==> config.mk <==
export PLATFORM = sky130hd
export DESIGN_NAME = accel_threshold_interrupt_generator
export DESIGN_NICKNAME = d
export VERILOG_FILES = /design/src/accel_int_pkg.sv /design/src/gen_if.sv /design/src/accel_threshold_interrupt_generator.sv /design/src/event_generator.sv
export SDC_FILE = /design/constraint.sdc
export NUM_CORES = 1
export LEC_CHECK = 0
export BUFFER_PORTS_ARGS = -buffer_cell sky130_fd_sc_hd__buf_2
export CAP_MARGIN = 30
export CORE_UTILIZATION = 50
export CTS_CLUSTER_SIZE = 20
export DETAILED_ROUTE_END_ITERATION = 10
export GPL_ROUTABILITY_DRIVEN = 1
export PLACE_DENSITY = 0.81
export SETUP_SLACK_MARGIN = 0.05
export SYNTH_ARGS = -nofsm -noshare
export SYNTH_HDL_FRONTEND = slang
export SYNTH_SLANG_ARGS = --single-unit
==> constraint.sdc <==
create_clock -name clk_sys -period 4.75 [get_ports clk_sys]
set_clock_uncertainty 0.05 [all_clocks]
set_input_delay 0.2375 -clock clk_sys [delete_from_list [all_inputs] [get_ports clk_sys]]
set_output_delay 0.2375 -clock clk_sys [all_outputs]
set_load 0.05 [all_outputs]
==> src/accel_int_pkg.sv <==
// Shared constants and types of the inertial interrupt generator block
`default_nettype none
package accel_int_pkg;
    localparam int         SAMPLE_W      = 16;
    localparam logic [7:0] ADDR_Y_LOW    = 8'h2a;
    localparam logic [7:0] ADDR_Y_HIGH   = 8'h2b;
    localparam logic [7:0] ADDR_Z_LOW    = 8'h2c;
    localparam logic [7:0] ADDR_Z_HIGH   = 8'h2d;
    localparam logic [7:0] ADDR_GEN1_CFG = 8'h30;
    localparam logic [7:0] ADDR_GEN1_SRC = 8'h31;
    localparam logic [7:0] ADDR_GEN1_THS = 8'h32;
    localparam logic [7:0] ADDR_GEN1_DUR = 8'h33;
    localparam logic [7:0] ADDR_GEN2_CFG = 8'h34;
    localparam logic [7:0] CFG_RESET     = 8'h00;
    localparam logic [7:0] SRC_RESET     = 8'h00;
    localparam logic [6:0] THS_RESET     = 7'h00;
    localparam logic [6:0] DUR_RESET     = 7'h00;
    localparam logic [6:0] COUNT_MAX     = 7'h7f;
    localparam logic [7:0] UNMAPPED_READ = 8'h00;
    localparam logic [1:0] ROUTE_OWN        = 2'h0;
    localparam logic [1:0] ROUTE_EITHER     = 2'h1;
    localparam logic [1:0] ROUTE_DATA_READY = 2'h2;
    localparam logic [1:0] ROUTE_BOOT       = 2'h3;

    // Event bits 5..0: Z high, Z low, Y high, Y low, X high, X low
    typedef struct packed {
        logic       combineModeSelect;
        logic       sixDirectionEnable;
        logic [5:0] eventEnable;
    } event_config_t;

    typedef struct packed {
        logic       fixedZero;
        logic       generatorActiveFlag;
        logic [5:0] eventFlags;
    } event_source_t;
endpackage
`default_nettype wire

==> src/gen_if.sv <==
// Connection from the register file to one event generator
`timescale 1ns/1ns
`default_nettype none
interface gen_if;
    import accel_int_pkg::*;
    logic [SAMPLE_W-1:0] accelX;
    logic [SAMPLE_W-1:0] accelY;
    logic [SAMPLE_W-1:0] accelZ;
    logic                sampleTick;
    event_config_t       eventConfig;
    logic [6:0]          thresholdValue;
    logic [6:0]          durationValue;
    logic                latchRequest;
    logic                sourceRead;
    event_source_t       eventSource;

    modport ctrl (
        output accelX, accelY, accelZ, sampleTick, eventConfig,
        output thresholdValue, durationValue, latchRequest, sourceRead,
        input  eventSource
    );
    modport gen (
        input  accelX, accelY, accelZ, sampleTick, eventConfig,
        input  thresholdValue, durationValue, latchRequest, sourceRead,
        output eventSource
    );
endinterface
`default_nettype wire

==> src/accel_threshold_interrupt_generator.sv <==
// Register file, two event generators and pin routing of the accelerometer
// What this block does
// Y sample as low and high byte
// Z sample as low and high byte
// Config 30h: combine, six-direction, six enables
// High enable requests above threshold
// Low enable requests below threshold
// Combine bit selects OR or AND
// Six-direction gives movement or position
// Config registers reset to zero
// Source 31h read-only, bit7 zero
// Active flag shows generated interrupt
// Source read clears active and pin
// Event flags show occurred events
// Threshold 32h holds seven bits
// Duration 33h holds seven bits
// Duration resets to zero, immediate events
// Second config 34h, same layout
// Latch bit holds source until read
// Routing field selects each pin source
// Request waits programmed duration of samples
// Movement on change, position while held
// Host programs limits first, reads source
`timescale 1ns/1ns
`default_nettype none
module accel_threshold_interrupt_generator (
    input  wire logic                            clk_sys,
    input  wire logic                            rst,
    input  wire logic                            sampleTick,
    input  wire logic [accel_int_pkg::SAMPLE_W-1:0] accelX,
    input  wire logic [accel_int_pkg::SAMPLE_W-1:0] accelY,
    input  wire logic [accel_int_pkg::SAMPLE_W-1:0] accelZ,
    input  wire logic [7:0]                      regAddr,
    input  wire logic                            regWrEn,
    input  wire logic [7:0]                      regWrData,
    input  wire logic                            regRdEn,
    output logic [7:0]                           regRdData,
    output logic                                 regRdValid,
    input  wire logic                            gen1LatchRequest,
    input  wire logic                            gen2LatchRequest,
    input  wire logic [1:0]                      pin1RoutingSelect,
    input  wire logic [1:0]                      pin2RoutingSelect,
    input  wire logic [6:0]                      gen2Threshold,
    input  wire logic [6:0]                      gen2Duration,
    input  wire logic                            gen2SourceRead,
    input  wire logic                            dataReady,
    input  wire logic                            bootRunning,
    output logic [7:0]                           gen2Source,
    output logic                                 int1Pin,
    output logic                                 int2Pin
);
    import accel_int_pkg::*;

    typedef struct packed {
        event_config_t       cfg1;
        event_config_t       cfg2;
        logic [6:0]          ths1;
        logic [6:0]          dur1;
        logic [SAMPLE_W-1:0] sampleY;
        logic [SAMPLE_W-1:0] sampleZ;
        logic [7:0]          rdData;
        logic                rdValid;
        logic                int1;
        logic                int2;
        event_source_t       gen2Src;
    } top_state_t;

    // reset values
    localparam top_state_t RESET_STATE = '{
        cfg1:    event_config_t'(CFG_RESET),
        cfg2:    event_config_t'(CFG_RESET),
        ths1:    THS_RESET,
        // duration reset
        dur1:    DUR_RESET,
        sampleY: '0,
        sampleZ: '0,
        rdData:  UNMAPPED_READ,
        rdValid: 1'b0,
        int1:    1'b0,
        int2:    1'b0,
        gen2Src: event_source_t'(SRC_RESET)
    };

    top_state_t    q;
    top_state_t    d;
    event_source_t src1;
    event_source_t src2;
    logic          gen1Read;
    logic          gen1Irq;
    logic          gen2Irq;

    // One carrier per generator
    gen_if g1 ();
    gen_if g2 ();

    // Only this read acknowledges the first source
    assign gen1Read = regRdEn && (regAddr == ADDR_GEN1_SRC);

    assign g1.accelX         = accelX;
    assign g1.accelY         = accelY;
    assign g1.accelZ         = accelZ;
    assign g1.sampleTick     = sampleTick;
    assign g1.eventConfig    = q.cfg1;
    assign g1.thresholdValue = q.ths1;
    assign g1.durationValue  = q.dur1;
    assign g1.latchRequest   = gen1LatchRequest;
    assign g1.sourceRead     = gen1Read;
    assign src1              = g1.eventSource;

    // second generator
    assign g2.accelX         = accelX;
    assign g2.accelY         = accelY;
    assign g2.accelZ         = accelZ;
    assign g2.sampleTick     = sampleTick;
    assign g2.eventConfig    = q.cfg2;
    assign g2.thresholdValue = gen2Threshold;
    assign g2.durationValue  = gen2Duration;
    assign g2.latchRequest   = gen2LatchRequest;
    assign g2.sourceRead     = gen2SourceRead;
    assign src2              = g2.eventSource;

    event_generator u_gen1 (
        .clk_sys (clk_sys),
        .rst     (rst),
        .bus     (g1.gen)
    );

    event_generator u_gen2 (
        .clk_sys (clk_sys),
        .rst     (rst),
        .bus     (g2.gen)
    );

    // Pins routed to their own generator track its active flag, so a clearing read drops them
    assign gen1Irq = src1.generatorActiveFlag;
    assign gen2Irq = src2.generatorActiveFlag;

    always_comb begin
        d = q;
        // Valid echoes the strobe for one cycle
        d.rdValid = regRdEn;
        // Exported copy lags the generator by one cycle
        d.gen2Src = src2;
        // Readout copies move only with a new sample
        if (sampleTick) begin
            d.sampleY = accelY;
            d.sampleZ = accelZ;
        end

        // Read-only and unmapped addresses ignore writes
        if (regWrEn) begin
            if (regAddr == ADDR_GEN1_CFG) begin
                // first config write
                d.cfg1 = event_config_t'(regWrData);
            end else if (regAddr == ADDR_GEN1_THS) begin
                // seven bit threshold
                d.ths1 = regWrData[6:0];
            end else if (regAddr == ADDR_GEN1_DUR) begin
                // seven bit duration
                d.dur1 = regWrData[6:0];
            end else if (regAddr == ADDR_GEN2_CFG) begin
                // second config write
                d.cfg2 = event_config_t'(regWrData);
            end
        end

        // Held between reads so a slow host sees a stable byte
        if (regRdEn) begin
            if (regAddr == ADDR_Y_LOW) begin
                // Y low byte
                d.rdData = q.sampleY[7:0];
            end else if (regAddr == ADDR_Y_HIGH) begin
                d.rdData = q.sampleY[15:8];
            end else if (regAddr == ADDR_Z_LOW) begin
                // Z byte pair
                d.rdData = q.sampleZ[7:0];
            end else if (regAddr == ADDR_Z_HIGH) begin
                d.rdData = q.sampleZ[15:8];
            end else if (regAddr == ADDR_GEN1_CFG) begin
                d.rdData = q.cfg1;
            end else if (regAddr == ADDR_GEN1_SRC) begin
                // source readback
                d.rdData = {1'b0, src1.generatorActiveFlag,
                            src1.eventFlags};
            end else if (regAddr == ADDR_GEN1_THS) begin
                d.rdData = {1'b0, q.ths1};
            end else if (regAddr == ADDR_GEN1_DUR) begin
                d.rdData = {1'b0, q.dur1};
            end else if (regAddr == ADDR_GEN2_CFG) begin
                d.rdData = q.cfg2;
            end else begin
                d.rdData = UNMAPPED_READ;
            end
        end

        // pin one routing
        case (pin1RoutingSelect)
            ROUTE_OWN:        d.int1 = gen1Irq;
            ROUTE_EITHER:     d.int1 = gen1Irq || gen2Irq;
            ROUTE_DATA_READY: d.int1 = dataReady;
            default:          d.int1 = bootRunning;
        endcase
        // Pin two uses the same decode
        case (pin2RoutingSelect)
            ROUTE_OWN:        d.int2 = gen2Irq;
            ROUTE_EITHER:     d.int2 = gen1Irq || gen2Irq;
            ROUTE_DATA_READY: d.int2 = dataReady;
            default:          d.int2 = bootRunning;
        endcase
    end

    // Synchronous reset keeps the reset a plain data input
    always_ff @(posedge clk_sys) begin
        if (rst) begin
            q <= RESET_STATE;
        end else begin
            q <= d;
        end
    end

    // Outputs come straight from the state flops
    assign regRdData  = q.rdData;
    assign regRdValid = q.rdValid;
    assign gen2Source = q.gen2Src;
    assign int1Pin    = q.int1;
    assign int2Pin    = q.int2;
endmodule
`default_nettype wire

==> src/event_generator.sv <==
// One inertial event generator: compare, combine, persist and source flags
`timescale 1ns/1ns
`default_nettype none
module event_generator (
    input  wire logic clk_sys,
    input  wire logic rst,
    gen_if.gen        bus
);
    import accel_int_pkg::*;

    typedef struct packed {
        logic [5:0]    prevDir;
        logic [6:0]    persistCount;
        logic          held;
        event_source_t src;
    } gen_state_t;

    gen_state_t      q;
    gen_state_t      d;
    logic [2:0][7:0] axisTop;
    logic [5:0]      threshVec;
    logic [5:0]      dirVec;
    logic [5:0]      evVec;
    logic [5:0]      en;
    logic            cond;
    logic            req;

    // Only the top byte meets the 7-bit threshold
    assign axisTop = {bus.accelZ[SAMPLE_W-1 -: 8],
                      bus.accelY[SAMPLE_W-1 -: 8],
                      bus.accelX[SAMPLE_W-1 -: 8]};
    assign en = bus.eventConfig.eventEnable;

    genvar i;
    generate
        for (i = 0; i < 3; i++) begin : g_axis
            logic [7:0] mag;
            assign mag = axisTop[i][7] ? (8'h00 - axisTop[i]) : axisTop[i];
            // high compare
            assign threshVec[2*i+1] = mag > {1'b0, bus.thresholdValue};
            // low compare
            assign threshVec[2*i] = mag < {1'b0, bus.thresholdValue};
            // Sign picks the direction once beyond threshold
            assign dirVec[2*i+1] = !axisTop[i][7] && threshVec[2*i+1];
            assign dirVec[2*i] = axisTop[i][7] && threshVec[2*i+1];
        end
    endgenerate

    always_comb begin
        d = q;
        evVec = 6'h00;
        cond = 1'b0;
        req = 1'b0;
        if (bus.eventConfig.sixDirectionEnable) begin
            evVec = dirVec & en;
            // position or movement
            if (bus.eventConfig.combineModeSelect) begin
                cond = evVec != 6'h00;
            end else begin
                // new direction only
                cond = (evVec != 6'h00) && (evVec != q.prevDir);
            end
        end else begin
            evVec = threshVec & en;
            // R6 and or combine
            if (bus.eventConfig.combineModeSelect) begin
                cond = (en != 6'h00) && ((threshVec & en) == en);
            end else begin
                cond = |evVec;
            end
        end
        // read clears active
        if (bus.sourceRead) begin
            d.src.generatorActiveFlag = 1'b0;
            d.held = 1'b0;
        end
        // Sample update comes after the clear so a new event wins
        if (bus.sampleTick) begin
            d.prevDir = evVec;
            if (cond) begin
                // persist duration count
                req = q.persistCount >= bus.durationValue;
                if (q.persistCount != COUNT_MAX) begin
                    d.persistCount = q.persistCount + 7'h01;
                end
            end else begin
                d.persistCount = 7'h00;
            end
            // latched or live
            if (!bus.latchRequest) begin
                d.src.eventFlags = evVec;
                d.src.generatorActiveFlag = req;
                d.held = 1'b0;
            end else if (req && !d.held) begin
                // capture event flags
                d.src.eventFlags = evVec;
                // active flag set
                d.src.generatorActiveFlag = 1'b1;
                d.held = 1'b1;
            end
        end
    end

    always_ff @(posedge clk_sys) begin
        if (rst) begin
            q <= '0;
        end else begin
            q <= d;
        end
    end

    assign bus.eventSource = q.src;
endmodule
`default_nettype wire

==> impl_metrics.tcl <==
set metrics [dict create \
    hp-class "input port to flip-flop" \
    syn_inst 928 \
    synth_top_area_cell "dfxtp_1" \
    wl_per_cell_um 17.1 \
    area_delta_synth_final_pct 15.5 \
    first_iter_violations 629 \
    yosys.cell_count.top_type "dfxtp_1" \
    portBuffers 101 \
    cts_setup_buffers 0 \
    final_max_slew_viol_count 0 \
    syn-num-nets 1081 \
    maxCapViolations 0 \
    numClockSinks 122 \
    p_leak_uw 0.00390 \
    grt-ovfl-total 0 \
    dp_hpwl_mm 15.5 \
    cp_max_fo 10 \
    dr.pass1.iters 6 \
    place.gp.congestion 0.928 \
    die-area_um2 16400 \
    avgViaCountPerCell 5.87 \
    whs_endpoint "q[42]$_SDFFE_PP0P_" \
    core_um2 15400 \
    vias 7213 \
    cts_buffers 17 \
    setup_viol 0 \
    drive_gt1_share_pct 17.0 \
    synth_async_sr_flop_share_pct 0 \
    nNetsFinal 1158 \
    syn_avg_cell_area_um2 8.55 \
    rrSetupSlack_ns 1.28 \
    fill_cells 1370 \
    yosysSeqAreaShare_pct 30.8 \
    path_clk_slew_ns 0.06 \
    root_buffer "clkbuf_16" \
    r2r_cells 11 \
    netlist_area_um2 7940 \
    grt_antenna_before_repair 0 \
    ys_types 87 \
    cp.arrival_ns 3.89 \
    synth_area_leaders "dfxtp_1 (31%), ha_1 (9.6%), mux2i_1 (8.3%)" \
    ant_nets 0 \
    die_h_um 128 \
    cts.htree.levels 4 \
    grt_max_degree 97 \
    num_rows 45 \
    hold_depth 3 \
    critPathKind "input port to flip-flop" \
    maxSlewHeadroom_pct 32.1 \
    worstReg2RegStart "g1.thresholdValue[1]$_SDFFE_PP0P_" \
    n_antenna_cell 0 \
    place_ws_ns 0.732 \
    cp-end-kind "flip-flop" \
    clk_latency_ns 0.43 \
    wl_mm 21.0 \
    fmax_ghz 0.275 \
    synth-edff-count 0 \
    max_slew.worst_pin.slew_ns 1.02 \
    timing.final.ws_setup_ns 1.12 \
    clk_path_buf_depth 2 \
    start_util_pct 51.6 \
    synthFlopType "dfxtp_1" \
    grt_pass1_vias 6794 \
    setup_tns_ns 0 \
    synth_warnings 0 \
    reg2reg_to "u_gen1.bus.eventSource[1]$_SDFFE_PP0P_" \
    status "finished clean" \
    seqCellArea_um2 2440 \
    io_pins 111 \
    hold_start "accelY[7]" \
    vdd_drop_max_mv 0.262 \
    grt_pass1_wl_mm 33.8 \
    post-route-drc-count 0 \
    finalCritPeriodShare_pct 76.4 \
    ys_top_cells_by_count "dfxtp_1 (122), nor2_1 (110), nand2_1 (70)" \
    cts_tree "done" \
    multi_input_area_um2 5040 \
    grt_use_total_pct 26.5 \
    hold_viol 0 \
    critPathRequiredTime_ns 5.01 \
    period_needed_ns 3.63 \
    synth_seq_cells 122 \
    synth_top_area_share_pct 30.8 \
    powerDensity_nw_per_um2 304 \
    rsz0062_at_grt "false" \
    start_kind "input port" \
    die_w_um 128 \
]
[critical path, cell delays in order]
cell       delay (ns)
buf_2            0.15
inv_1            0.12
ha_1             0.23
nand2b_1         0.15
xnor2_1          0.26
ha_1             0.31
a21o_1           0.20
a211oi_2         0.33
o221ai_2         0.28
a2111oi_4        0.44
o211ai_2         0.16
a32oi_4          0.46
o21ai_4          0.16
nor4b_1          0.17
a31o_1           0.22
[how the worst max path moves through the flow]
| stage | startpoint | endpoint | slack [ns] | cells after the start |
|---|---|---|---|---|
| final | accelZ[8] | u_gen1.bus.eventSource[1]$_SDFFE_PP0P_ | 1.12 | 15 |
| after global routing | accelZ[8] | u_gen1.bus.eventSource[1]$_SDFFE_PP0P_ | 0.89 | 15 |
| after CTS | accelZ[8] | u_gen1.bus.eventSource[1]$_SDFFE_PP0P_ | 1.15 | 15 |
| after detailed placement | accelZ[8] | u_gen1.bus.eventSource[1]$_SDFFE_PP0P_ | 0.73 | 15 |
| after global placement | accelZ[8] | u_gen1.bus.eventSource[1]$_SDFFE_PP0P_ | 0.80 | 15 |
| after floorplan | accelZ[15] | u_gen1.bus.eventSource[1]$_SDFFE_PP0P_ | 1.31 | 14 |
[registers in the layout (all words and copies together), names as in the netlist]
| register | flops |
|---|---|
| regRdValid | 1 |
| u_gen1.q | 14 |
| g1.eventConfig | 8 |
| u_gen1.bus.eventSource | 7 |
| g2.eventConfig | 8 |
| g1.durationValue | 7 |
| gen2Source | 7 |
| u_gen2.bus.eventSource | 7 |
| u_gen2.q | 14 |
| q | 32 |
| int2Pin | 1 |
| int1Pin | 1 |
| regRdData | 8 |
| g1.thresholdValue | 7 |
[report_power, final]
group / switching (µW) / leakage, µW / total, µW / internal [µW]
Sequential: 10.2 / 0.000990 / 1050 / 1040
Clock: 505 / 0.000287 / 1340 / 833
Combinational: 240 / 0.00262 / 397 / 157
Total: 756 / 0.00390 / 2790 / 2030
[placed cells by master, fill, tap and decap left out, types with 17 or more instances in the layout]
cell       count
ha_1          61
inv_1         49
buf_2        100
nand3_1       37
nand2_1       70
nor2b_1       18
a21oi_1       60
nor2_1       110
dfxtp_1      122
nand2b_1      22
xnor2_1       17
clkbuf_16     17
mux2i_1       66
o21ai_0       23
[cell families after synthesis]
kind of cell	share of synthesized area (%)
compound gates	19.2
flops	30.8
simple gates	21.7
xor+xnor	2.21
other cells	0.0473
fa+ha+maj	9.62
mux	10.7
buf+inv	5.72
[final cells by class]
cell class | count | area share (%)
multi-input combinational | 702 | 55.0
sequential | 122 | 26.6
tap | 211 | 2.88
clock inverter | 15 | 2.07
inverter | 49 | 2.01
timing repair buffer | 113 | 6.80
clock buffer | 17 | 4.64
[through the flow]
| step | instance area, µm² | utilization (%) | hold WS (ns) | instances | total power (µW) |
|---|---|---|---|---|---|
| after floorplan | 7940 | - | 0.268 | 928 | 1340 |
| after global placement | 8450 | 55.0 | 0.390 | 1187 | 1440 |
| after detailed placement | 8450 | 55.0 | 0.396 | 1187 | 1460 |
| after CTS | 9170 | 59.7 | 0.000300 | 1229 | 2800 |
| after global routing | 9170 | 59.7 | 0.0172 | 1229 | 2890 |
| final | 9170 | 59.7 | 0.00221 | 1229 | 2790 |
[per-layer routing]
layer	GRT usage, %	vias to the layer above	share of wire [%]
met5	0	-	0
met4	10.6	0	2.8
met3	6.76	46	7.3
met2	43.6	287	47
met1	33.1	3367	43
li1	-	3513	-
[what timing repair did]
action,4_1_cts,5_1_grt
hold endpoints to repair,10,0
hold buffers,10,0
gates resized for setup,0,0
endpoints found under the setup margin,0,0
Power figures use the tool's default switching activity.
